[src/design/asq_map.svh]
// register offsets, field positions, reset values and timing counts
// assumes a 100 MHz core clock and an 8-bit AXI4-Lite byte address
`ifndef ASQ_MAP_SVH
`define ASQ_MAP_SVH
// ***********************************************
// clock and timing
// ***********************************************
`define ASQ_CLK_HZ          100000000
`define ASQ_ODR_MAX_PER_US  2500
`define ASQ_ODR_MAX_CYCLES  (`ASQ_ODR_MAX_PER_US * (`ASQ_CLK_HZ / 1000000))
`define ASQ_WAKE_PER_US     166666
`define ASQ_WAKE_CYCLES     (`ASQ_WAKE_PER_US * (`ASQ_CLK_HZ / 1000000))
`define ASQ_EXT_EDGES       128
`define ASQ_ODR_CODE_MAX    3'h5
`define ASQ_SETTLE_TICKS    3'h4
`define ASQ_FULL_SCALE      12'hfff
// ***********************************************
// register map
// ***********************************************
`define ASQ_AW              8
`define ASQ_OFF_CTRL        8'h00
`define ASQ_OFF_STATUS      8'h04
`define ASQ_OFF_INT_STATUS  8'h08
`define ASQ_OFF_INT_MASK    8'h0c
`define ASQ_OFF_SAMPLE      8'h10
`define ASQ_OFF_ACT_THRESH  8'h14
`define ASQ_OFF_ACT_TIME    8'h18
// ctrl fields
`define ASQ_CTRL_MODE_LO    0
`define ASQ_CTRL_ODR_LO     2
`define ASQ_CTRL_RANGE_LO   5
`define ASQ_CTRL_FILTER_BW_SELECT    7
`define ASQ_CTRL_CLK_IN     8
`define ASQ_CTRL_SYNC_IN    9
`define ASQ_CTRL_AUTO_MEAS  10
`define ASQ_CTRL_W          11
`define ASQ_CTRL_RST        11'h000
// mode field codes
`define ASQ_MODE_STBY       2'h0
`define ASQ_MODE_MEAS       2'h1
`define ASQ_MODE_WAKE       2'h2
// interrupt bits
`define ASQ_INT_W           3
`define ASQ_INT_READY       0
`define ASQ_INT_ACT         1
`define ASQ_INT_CLIP        2
`define ASQ_RESP_OKAY       2'h0
`define ASQ_RESP_SLVERR     2'h2
`endif

[src/design/asq_pkg.sv]
// types shared by the mode sequencer
// assumes nothing beyond the map header
package asq_pkg;
   typedef enum logic [1:0] {ASQ_STBY, ASQ_MEAS, ASQ_WAKE} asq_state_t;
endpackage

[src/design/asq_mode_sequencer.sv]
// accelerometer core mode sequencer with AXI4-Lite register slave
// assumes accel_mg comes from logic on clk; both event pins are asynchronous
//
// Chosen here: the AXI4-Lite register port and the address map.
`include "asq_map.svh"
module asq_mode_sequencer #(
   parameter int unsigned ODR_MAX_CYCLES = `ASQ_ODR_MAX_CYCLES,
   parameter int unsigned WAKE_CYCLES    = `ASQ_WAKE_CYCLES,
   parameter int unsigned EXT_EDGES      = `ASQ_EXT_EDGES
) (
   input  wire logic                 clk,
   input  wire logic                 resetn,
   input  wire logic                 ce,
   input  wire logic [`ASQ_AW-1:0]   s_axi_awaddr,
   input  wire logic                 s_axi_awvalid,
   output logic                      s_axi_awready,
   input  wire logic [31:0]          s_axi_wdata,
   input  wire logic [3:0]           s_axi_wstrb,
   input  wire logic                 s_axi_wvalid,
   output logic                      s_axi_wready,
   output logic [1:0]                s_axi_bresp,
   output logic                      s_axi_bvalid,
   input  wire logic                 s_axi_bready,
   input  wire logic [`ASQ_AW-1:0]   s_axi_araddr,
   input  wire logic                 s_axi_arvalid,
   output logic                      s_axi_arready,
   output logic [31:0]               s_axi_rdata,
   output logic [1:0]                s_axi_rresp,
   output logic                      s_axi_rvalid,
   input  wire logic                 s_axi_rready,
   input  wire logic [13:0]          accel_mg,
   input  wire logic                 event_out_a_clock_in_i,
   output logic                      event_out_a_clock_in_o,
   output logic                      event_out_a_clock_in_oe,
   input  wire logic                 event_out_b_sync_in_i,
   output logic                      event_out_b_sync_in_o,
   output logic                      event_out_b_sync_in_oe,
   output logic                      irq,
   output logic                      awake,
   output logic                      adc_enable,
   output logic                      sample_strobe,
   output logic                      filter_bw_half,
   output logic [1:0]                range_sel
);
   // ***********************************************
   // state
   // ***********************************************
   asq_pkg::asq_state_t     state_reg, state_next;
   logic [`ASQ_CTRL_W-1:0]  ctrl_reg, ctrl_next;
   logic [`ASQ_INT_W-1:0]   int_reg, int_next, mask_reg, mask_next, ev, clr;
   logic [11:0]             sample_reg, sample_next, thresh_reg, thresh_next;
   logic [7:0]              atime_reg, atime_next, acnt_reg, acnt_next;
   logic [31:0]             cnt_reg, cnt_next, limit;
   logic [2:0]              settle_reg, settle_next;
   logic                    valid_reg, valid_next, awake_reg, awake_next;
   logic                    sa1, sa2, sa3, sb1, sb2, sb3;
   logic                    aw_rdy_reg, aw_rdy_next, w_rdy_reg, w_rdy_next;
   logic                    ar_rdy_reg, ar_rdy_next, bv_reg, bv_next, rv_reg, rv_next;
   logic [1:0]              bresp_reg, bresp_next, rresp_reg, rresp_next;
   logic [`ASQ_AW-1:0]      waddr_reg, waddr_next;
   logic [31:0]             wdata_reg, wdata_next, rdata_reg, rdata_next;
   logic [3:0]              wstrb_reg, wstrb_next;
   logic                    tick, adv, above, act_ev, wr_go, irq_next, strobe_next;
   logic [13:0]             scaled;
   logic                    adc_reg;

   // ***********************************************
   // helpers
   // ***********************************************
   function automatic logic [31:0] merge(input logic [31:0] old, input logic [31:0] nw,
                                         input logic [3:0] strb);
      for (int i = 0; i < 4; i++) begin
         old[i*8 +: 8] = strb[i] ? nw[i*8 +: 8] : old[i*8 +: 8];
      end
      return old;
   endfunction

   function automatic logic [1:0] mode_code(input asq_pkg::asq_state_t s);
      case (s)
         asq_pkg::ASQ_MEAS: mode_code = `ASQ_MODE_MEAS;
         asq_pkg::ASQ_WAKE: mode_code = `ASQ_MODE_WAKE;
         default:           mode_code = `ASQ_MODE_STBY;
      endcase
   endfunction

   function automatic logic mapped(input logic [`ASQ_AW-1:0] a);
      return a == `ASQ_OFF_CTRL || a == `ASQ_OFF_STATUS || a == `ASQ_OFF_INT_STATUS ||
             a == `ASQ_OFF_INT_MASK || a == `ASQ_OFF_SAMPLE ||
             a == `ASQ_OFF_ACT_THRESH || a == `ASQ_OFF_ACT_TIME;
   endfunction

   // ***********************************************
   // next state
   // ***********************************************
   always_comb begin
      logic [31:0] m;
      logic [2:0]  odr;
      m            = 32'h0;
      odr          = 3'h0;
      state_next   = state_reg;
      ctrl_next    = ctrl_reg;
      mask_next    = mask_reg;
      sample_next  = sample_reg;
      thresh_next  = thresh_reg;
      atime_next   = atime_reg;
      acnt_next    = acnt_reg;
      settle_next  = settle_reg;
      valid_next   = valid_reg;
      awake_next   = awake_reg;
      cnt_next     = cnt_reg;
      ev           = '0;
      clr          = '0;
      tick         = 1'b0;
      act_ev       = 1'b0;
      scaled       = 14'(accel_mg >> ctrl_reg[`ASQ_CTRL_RANGE_LO +: 2]);
      above        = 1'b0;
      // faster codes above the top rate clamp to it
      odr = (ctrl_reg[`ASQ_CTRL_ODR_LO +: 3] > `ASQ_ODR_CODE_MAX) ? `ASQ_ODR_CODE_MAX
            : ctrl_reg[`ASQ_CTRL_ODR_LO +: 3];
      limit = (ctrl_reg[`ASQ_CTRL_CLK_IN] ? EXT_EDGES : ODR_MAX_CYCLES)
              << (`ASQ_ODR_CODE_MAX - odr);
      if (state_reg == asq_pkg::ASQ_WAKE) begin
         limit = WAKE_CYCLES;
      end
      adv = ctrl_reg[`ASQ_CTRL_CLK_IN] ? (sa2 & ~sa3) : 1'b1;
      if (state_reg == asq_pkg::ASQ_STBY) begin
         cnt_next = 32'h0;
      end else if (ctrl_reg[`ASQ_CTRL_SYNC_IN]) begin
         tick = sb2 & ~sb3;
      end else if (adv) begin
         if (cnt_reg >= limit - 32'h1) begin
            cnt_next = 32'h0;
            tick     = 1'b1;
         end else begin
            cnt_next = cnt_reg + 32'h1;
         end
      end
      if (tick) begin
         sample_next = (scaled > 14'(`ASQ_FULL_SCALE)) ? `ASQ_FULL_SCALE : scaled[11:0];
         ev[`ASQ_INT_CLIP] = scaled > 14'(`ASQ_FULL_SCALE);
         above = sample_next >= thresh_reg;
         acnt_next = above ? ((acnt_reg == 8'hff) ? acnt_reg : acnt_reg + 8'h1) : 8'h0;
         if (state_reg == asq_pkg::ASQ_WAKE) begin
            act_ev = above;
            valid_next = 1'b1;
         end else begin
            act_ev = above && (acnt_next >= atime_reg || atime_reg == 8'h0);
            if (settle_reg < `ASQ_SETTLE_TICKS) begin
               settle_next = settle_reg + 3'h1;
            end
            valid_next = settle_next >= `ASQ_SETTLE_TICKS;
         end
         ev[`ASQ_INT_ACT]   = act_ev;
         ev[`ASQ_INT_READY] = valid_next;
         if (act_ev) begin
            awake_next = 1'b1;
            if (state_reg == asq_pkg::ASQ_WAKE && ctrl_reg[`ASQ_CTRL_AUTO_MEAS]) begin
               state_next  = asq_pkg::ASQ_MEAS;
               settle_next = 3'h0;
               valid_next  = 1'b0;
            end
         end
      end
      // ctrl write overrides an autonomous mode change in the same cycle; a new event beats a flag clear
      wr_go = !aw_rdy_reg && !w_rdy_reg && !bv_reg;
      if (wr_go) begin
         case (waddr_reg)
            `ASQ_OFF_CTRL: begin
               m = merge({21'h0, ctrl_reg}, wdata_reg, wstrb_reg);
               ctrl_next = m[`ASQ_CTRL_W-1:0];
               case (m[`ASQ_CTRL_MODE_LO +: 2])
                  `ASQ_MODE_MEAS: state_next = asq_pkg::ASQ_MEAS;
                  `ASQ_MODE_WAKE: state_next = asq_pkg::ASQ_WAKE;
                  default:        state_next = asq_pkg::ASQ_STBY;
               endcase
               if (state_next != state_reg) begin
                  settle_next = 3'h0;
                  valid_next  = 1'b0;
                  acnt_next   = 8'h0;
                  cnt_next    = 32'h0;
               end
            end
            `ASQ_OFF_INT_STATUS: begin
               m   = merge(32'h0, wdata_reg, wstrb_reg);
               clr = m[`ASQ_INT_W-1:0];
            end
            `ASQ_OFF_INT_MASK: begin
               m = merge({29'h0, mask_reg}, wdata_reg, wstrb_reg);
               mask_next = m[`ASQ_INT_W-1:0];
            end
            `ASQ_OFF_ACT_THRESH: begin
               m = merge({20'h0, thresh_reg}, wdata_reg, wstrb_reg);
               thresh_next = m[11:0];
            end
            `ASQ_OFF_ACT_TIME: begin
               m = merge({24'h0, atime_reg}, wdata_reg, wstrb_reg);
               atime_next = m[7:0];
            end
            default: begin
            end
         endcase
      end
      // events only come from ticks, which never occur in standby
      int_next    = (int_reg & ~clr) | ev;
      irq_next    = |(int_next & mask_next);
      strobe_next = tick;
   end

   // ***********************************************
   // bus handshakes
   // ***********************************************
   always_comb begin
      aw_rdy_next = aw_rdy_reg;
      w_rdy_next  = w_rdy_reg;
      ar_rdy_next = ar_rdy_reg;
      bv_next     = bv_reg;
      rv_next     = rv_reg;
      bresp_next  = bresp_reg;
      rresp_next  = rresp_reg;
      waddr_next  = waddr_reg;
      wdata_next  = wdata_reg;
      wstrb_next  = wstrb_reg;
      rdata_next  = rdata_reg;
      if (aw_rdy_reg && s_axi_awvalid) begin
         aw_rdy_next = 1'b0;
         waddr_next  = s_axi_awaddr;
      end
      if (w_rdy_reg && s_axi_wvalid) begin
         w_rdy_next = 1'b0;
         wdata_next = s_axi_wdata;
         wstrb_next = s_axi_wstrb;
      end
      if (wr_go) begin
         bv_next    = 1'b1;
         bresp_next = mapped(waddr_reg) ? `ASQ_RESP_OKAY : `ASQ_RESP_SLVERR;
      end
      if (bv_reg && s_axi_bready) begin
         bv_next     = 1'b0;
         aw_rdy_next = 1'b1;
         w_rdy_next  = 1'b1;
      end
      if (ar_rdy_reg && s_axi_arvalid) begin
         ar_rdy_next = 1'b0;
         rv_next     = 1'b1;
         rresp_next  = mapped(s_axi_araddr) ? `ASQ_RESP_OKAY : `ASQ_RESP_SLVERR;
         case (s_axi_araddr)
            `ASQ_OFF_CTRL:       rdata_next = {21'h0, ctrl_reg[`ASQ_CTRL_W-1:2],
                                               mode_code(state_reg)};
            `ASQ_OFF_STATUS:     rdata_next = {28'h0, awake_reg, valid_reg,
                                               mode_code(state_reg)};
            `ASQ_OFF_INT_STATUS: rdata_next = {29'h0, int_reg};
            `ASQ_OFF_INT_MASK:   rdata_next = {29'h0, mask_reg};
            `ASQ_OFF_SAMPLE:     rdata_next = {20'h0, sample_reg};
            `ASQ_OFF_ACT_THRESH: rdata_next = {20'h0, thresh_reg};
            `ASQ_OFF_ACT_TIME:   rdata_next = {24'h0, atime_reg};
            default:             rdata_next = 32'h0;
         endcase
      end
      if (rv_reg && s_axi_rready) begin
         rv_next     = 1'b0;
         ar_rdy_next = 1'b1;
      end
   end

   // ***********************************************
   // registers
   // ***********************************************
   always_ff @(posedge clk) begin
      if (!resetn) begin
         state_reg <= asq_pkg::ASQ_STBY;
         ctrl_reg <= `ASQ_CTRL_RST;
         int_reg <= '0;
         mask_reg <= '0;
         sample_reg <= 12'h0;
         thresh_reg <= 12'h0;
         atime_reg <= 8'h0;
         acnt_reg <= 8'h0;
         cnt_reg <= 32'h0;
         settle_reg <= 3'h0;
         valid_reg <= 1'b0;
         awake_reg <= 1'b0;
         adc_reg <= 1'b0;
         {sa1, sa2, sa3, sb1, sb2, sb3} <= 6'h0;
         {aw_rdy_reg, w_rdy_reg, ar_rdy_reg} <= 3'h7;
         {bv_reg, rv_reg} <= 2'h0;
         {bresp_reg, rresp_reg} <= 4'h0;
         waddr_reg <= '0;
         wdata_reg <= 32'h0;
         wstrb_reg <= 4'h0;
         rdata_reg <= 32'h0;
         irq <= 1'b0;
         sample_strobe <= 1'b0;
         event_out_a_clock_in_o <= 1'b0;
         event_out_a_clock_in_oe <= 1'b1;
         event_out_b_sync_in_o <= 1'b0;
         event_out_b_sync_in_oe <= 1'b1;
      end else if (ce) begin
         state_reg <= state_next;
         ctrl_reg <= ctrl_next;
         int_reg <= int_next;
         mask_reg <= mask_next;
         sample_reg <= sample_next;
         thresh_reg <= thresh_next;
         atime_reg <= atime_next;
         acnt_reg <= acnt_next;
         cnt_reg <= cnt_next;
         settle_reg <= settle_next;
         valid_reg <= valid_next;
         awake_reg <= awake_next;
         adc_reg <= state_next != asq_pkg::ASQ_STBY;
         {sa1, sa2, sa3} <= {event_out_a_clock_in_i, sa1, sa2};
         {sb1, sb2, sb3} <= {event_out_b_sync_in_i, sb1, sb2};
         {aw_rdy_reg, w_rdy_reg, ar_rdy_reg} <= {aw_rdy_next, w_rdy_next, ar_rdy_next};
         {bv_reg, rv_reg} <= {bv_next, rv_next};
         {bresp_reg, rresp_reg} <= {bresp_next, rresp_next};
         waddr_reg <= waddr_next;
         wdata_reg <= wdata_next;
         wstrb_reg <= wstrb_next;
         rdata_reg <= rdata_next;
         irq <= irq_next;
         sample_strobe <= strobe_next;
         event_out_a_clock_in_o <= irq_next;
         event_out_a_clock_in_oe <= !ctrl_next[`ASQ_CTRL_CLK_IN];
         event_out_b_sync_in_o <= awake_next;
         event_out_b_sync_in_oe <= !ctrl_next[`ASQ_CTRL_SYNC_IN];
      end
   end

   assign s_axi_awready  = aw_rdy_reg;
   assign s_axi_wready   = w_rdy_reg;
   assign s_axi_arready  = ar_rdy_reg;
   assign s_axi_bvalid   = bv_reg;
   assign s_axi_rvalid   = rv_reg;
   assign s_axi_bresp    = bresp_reg;
   assign s_axi_rresp    = rresp_reg;
   assign s_axi_rdata    = rdata_reg;
   assign awake          = awake_reg;
   assign adc_enable     = adc_reg;
   assign filter_bw_half = ctrl_reg[`ASQ_CTRL_FILTER_BW_SELECT];
   assign range_sel      = ctrl_reg[`ASQ_CTRL_RANGE_LO +: 2];
endmodule

[config.mk]
export PLATFORM = sky130hd
export DESIGN_NAME = asq_mode_sequencer
export DESIGN_NICKNAME = d
export VERILOG_FILES = /design/src/design/asq_pkg.sv /design/src/design/asq_mode_sequencer.sv
export VERILOG_INCLUDE_DIRS = /design/src /design/src/design
export SDC_FILE = /design/constraint.sdc
export NUM_CORES = 1
export LEC_CHECK = 0
export BUFFER_PORTS_ARGS = -buffer_cell sky130_fd_sc_hd__buf_2
export CORE_MARGIN = 5
export CORE_UTILIZATION = 55
export DETAILED_ROUTE_END_ITERATION = 10
export GPL_ROUTABILITY_DRIVEN = 0
export PLACE_DENSITY = 0.85
export SLEW_MARGIN = 20
export SYNTH_ARGS = -nofsm -noshare
export SYNTH_HDL_FRONTEND = slang
export SYNTH_SLANG_ARGS = --single-unit
export TNS_END_PERCENT = 5
[constraint.sdc]
create_clock -name clk -period 6.3 [get_ports clk]
set_input_delay 1.26 -clock clk [delete_from_list [all_inputs] [get_ports clk]]
set_output_delay 1.26 -clock clk [all_outputs]
set_load 0.01 [all_outputs]
==> qor.csv <==
metric,value,unit
status,"complete, no violations",
DP HPWL,16500,um
Initial Utilization,56.0,%
Commonest cells post-synth,"dfxtp_1 (148), nand2_1 (122), mux2i_1 (65)",
Area Growth Syn to Fin,11.4,%
DRT antenna net count,0,
core footprint,0.0159,mm2
clk buf depth,2,
nets,1262,
CTS resizes,0,
Clk network pwr share,48.5,%
met3 routed wirelength,1380,um
Worst slew margin,32.2,%
Setup crit end kind,flop,
clock-pin slew on the worst setup and hold paths,0.07,ns
Seq pwr share,45.6,%
Avg Vias per Cell,5.96,
CTS Sinks,148,
LEAKAGE,4.02,nW
Post-Syn Area per Cell,8.24,um2
Global Route Usage Sum,24.8,%
Largest register FFs,32,
Critical Path RT,6.63,ns
Hold Startpoint,event_out_a_clock_in_oe,
"Arr. time, crit path",5.37,ns
I/O pin total,128,
CP cell instances,"buf_2, a21o_1, a2111oi_0, a21oi_1, ha_1, a21o_1, a211o_1, a221oi_2, buf_4, nand2b_1, ha_1, nand2b_1, a21o_1, a21o_1, a21o_1, a211oi_1, nor2_1, a22o_1, a211o_1",
"EDFF count, synth",0,
Yosys top cell area share,33.3,%
synth warn,0,
Cell variety after synth,69,
CP Launch Type,input port,
Pwr Density,213,mW/mm2
post-CTS setup repair buffer count,0,
detailed router's first-iteration violation count,764,
Clock Latency Late Sink,0.44,ns
ys flop type,dfxtp_1,
largest net degree at the start of global routing,62,
die footprint,0.0188,mm2
TritonCTS buffer count,17,
WL met1,9790,um
Worst-Margin Slew,1.01,ns
FP Rows,46,
Crit Path Max Fanout,10,
Int Pwr,1.56,mW
Final setup viols,0,
top sig layer,met4,
Root Driver,clkbuf_16,
IO buf count,83,
initial antenna violation count,0,
cell type with the highest aggregate area in the netlist,dfxtp_1,
remaining global-route overflow,0,
fin crit share,80.0,%
Max Cap Viol,0,
post-synthesis compound-gate area fraction,20.7,%
Synth Area in XOR/XNOR,0.885,%
Setup WS pre-CTS,0.862,ns
Sw Pwr,0.553,mW
post-synthesis simple-gate area fraction,22.9,%
Peak Freq,198,MHz
vias in the first global route,7672,
Async SR Flop Fraction,0,%
clk_skew,0.0105,ns
first-pass GRT wire length,37500,um
register area share after synthesis,33.3,%
CTS tree,done,
ranking of synthesized cells by area,"dfxtp_1 (33%), ha_1 (7.3%), mux2i_1 (7.3%)",
Max rail drop VDD,194,uV
combinational share of power,5.9,%
post-layout min period,5.04,ns
cell area after synthesis,0.00890,mm2
ANT cells,0,
reg-to-reg critical path startpoint,ctrl_reg[8],
Crit. Startpoint,accel_mg[12],
switching portion of total power,26.2,%
"Slew Viols, Final",0,
CP max stage delay,0.46,ns
Synth Area in Adders,7.31,%
die width,137,um
die height,137,um
most common cell in the netlist,dfxtp_1,
DRC errors left,0,
H-tree depth,4,
setup slack after layout,1.26,ns
mux cell area share after synthesis,8.32,%
final hold violation count,0,
WL per Instance,16.9,um
Via Count,8119,
"Slowest-stage cell, CP",a2111oi_0,
Hold Path Class,flop to flop,
detailed-router iteration count before antenna repair,6,
cts hold-fix bufs,0,
share of layout cells above drive strength 1,13.3,%
largest family of logic cells by synthesized area,simple AND/OR/NAND/NOR gates,
total wire length,23100,um
Post-Synthesis Cells,1080,
wire length on met2,11200,um
critical path class,input port to flop,
CP dominant cell by count,a21o_1,
Yosys reg bits,148,
RSZ-0062 raised after global routing,false,
setup TNS,0,ns
## placed cells by master, fill, tap and decap left out, drive strengths merged, types with 49 or more instances in the layout
cell	synthesis	layout
mux2i	65	65
nand2	122	122
nor2	55	55
a21oi	59	59
nor2b	62	62
buf	38	92
dfxtp	148	148
inv	40	49
ha	52	52
## final timing paths
path | to | slack, ns | cells after the start
setup / recovery | irq | 1.26 | 19
hold reg to reg | event_out_a_clock_in_oe | 0.47 | 2
setup reg to reg | acnt_reg[5] | 1.48 | 12
hold / removal | event_out_a_clock_in_oe | 0.47 | 2
## routing by layer
| layer | GRT usage [%] | vias up |
|---|---|---|
| met1 | 30.9 | 3834 |
| met5 | 0 | - |
| met3 | 5.08 | 51 |
| met2 | 41.9 | 281 |
| met4 | 10.2 | 0 |
| li1 | - | 3953 |
## critical path: cells and delay by family
| kind | cells | cell delay, ns |
|---|---|---|
| simple gates | 3 | 0.38 |
| buf+inv | 2 | 0.37 |
| fa+ha+maj | 2 | 0.54 |
| compound gates | 12 | 2.82 |
## kinds of logic after synthesis
| logic type | count (synthesis) |
|---|---|
| and+or+nand+nor | 402 |
| DFF | 148 |
| muxes | 73 |
| xor gates and xnor gates | 9 |
| adders and majority gates | 52 |
| buffers and inverters | 125 |
| other | 2 |
| AOI/OAI and AO/OA | 269 |
## power groups by stage
stage	combinational, mW	sequential [mW]	clock, mW
2_1_floorplan	0.0933	0.980	0
3_3_place_gp	0.119	0.984	0
3_5_place_dp	0.123	0.985	0
4_1_cts	0.124	0.964	1.03
5_1_grt	0.139	0.966	1.07
6_report	0.125	0.964	1.02
## final cells by class
type                    count  area [um2]
fillers                  1356        5960
multi-input cells         835        5470
flip-flops and latches    148        2960
repair buffers             92         483
clock buffers              17         425
well taps                 216         270
clock inverters            15         163
inverters                  40         150
## per-stage QoR
step	std cells	power [mW]	area (um2)	hold slack (ns)	util [%]
6_report	1363	2.11	9920	0.468	62.5
5_1_grt	1363	2.17	9920	0.494	62.5
4_1_cts	1363	2.11	9920	0.471	62.5
3_5_place_dp	1331	1.11	9330	0.460	58.8
3_3_place_gp	1331	1.10	9330	0.452	58.8
2_1_floorplan	1108	1.07	9010	0.433	-
(Power assumes the default switching activity.)
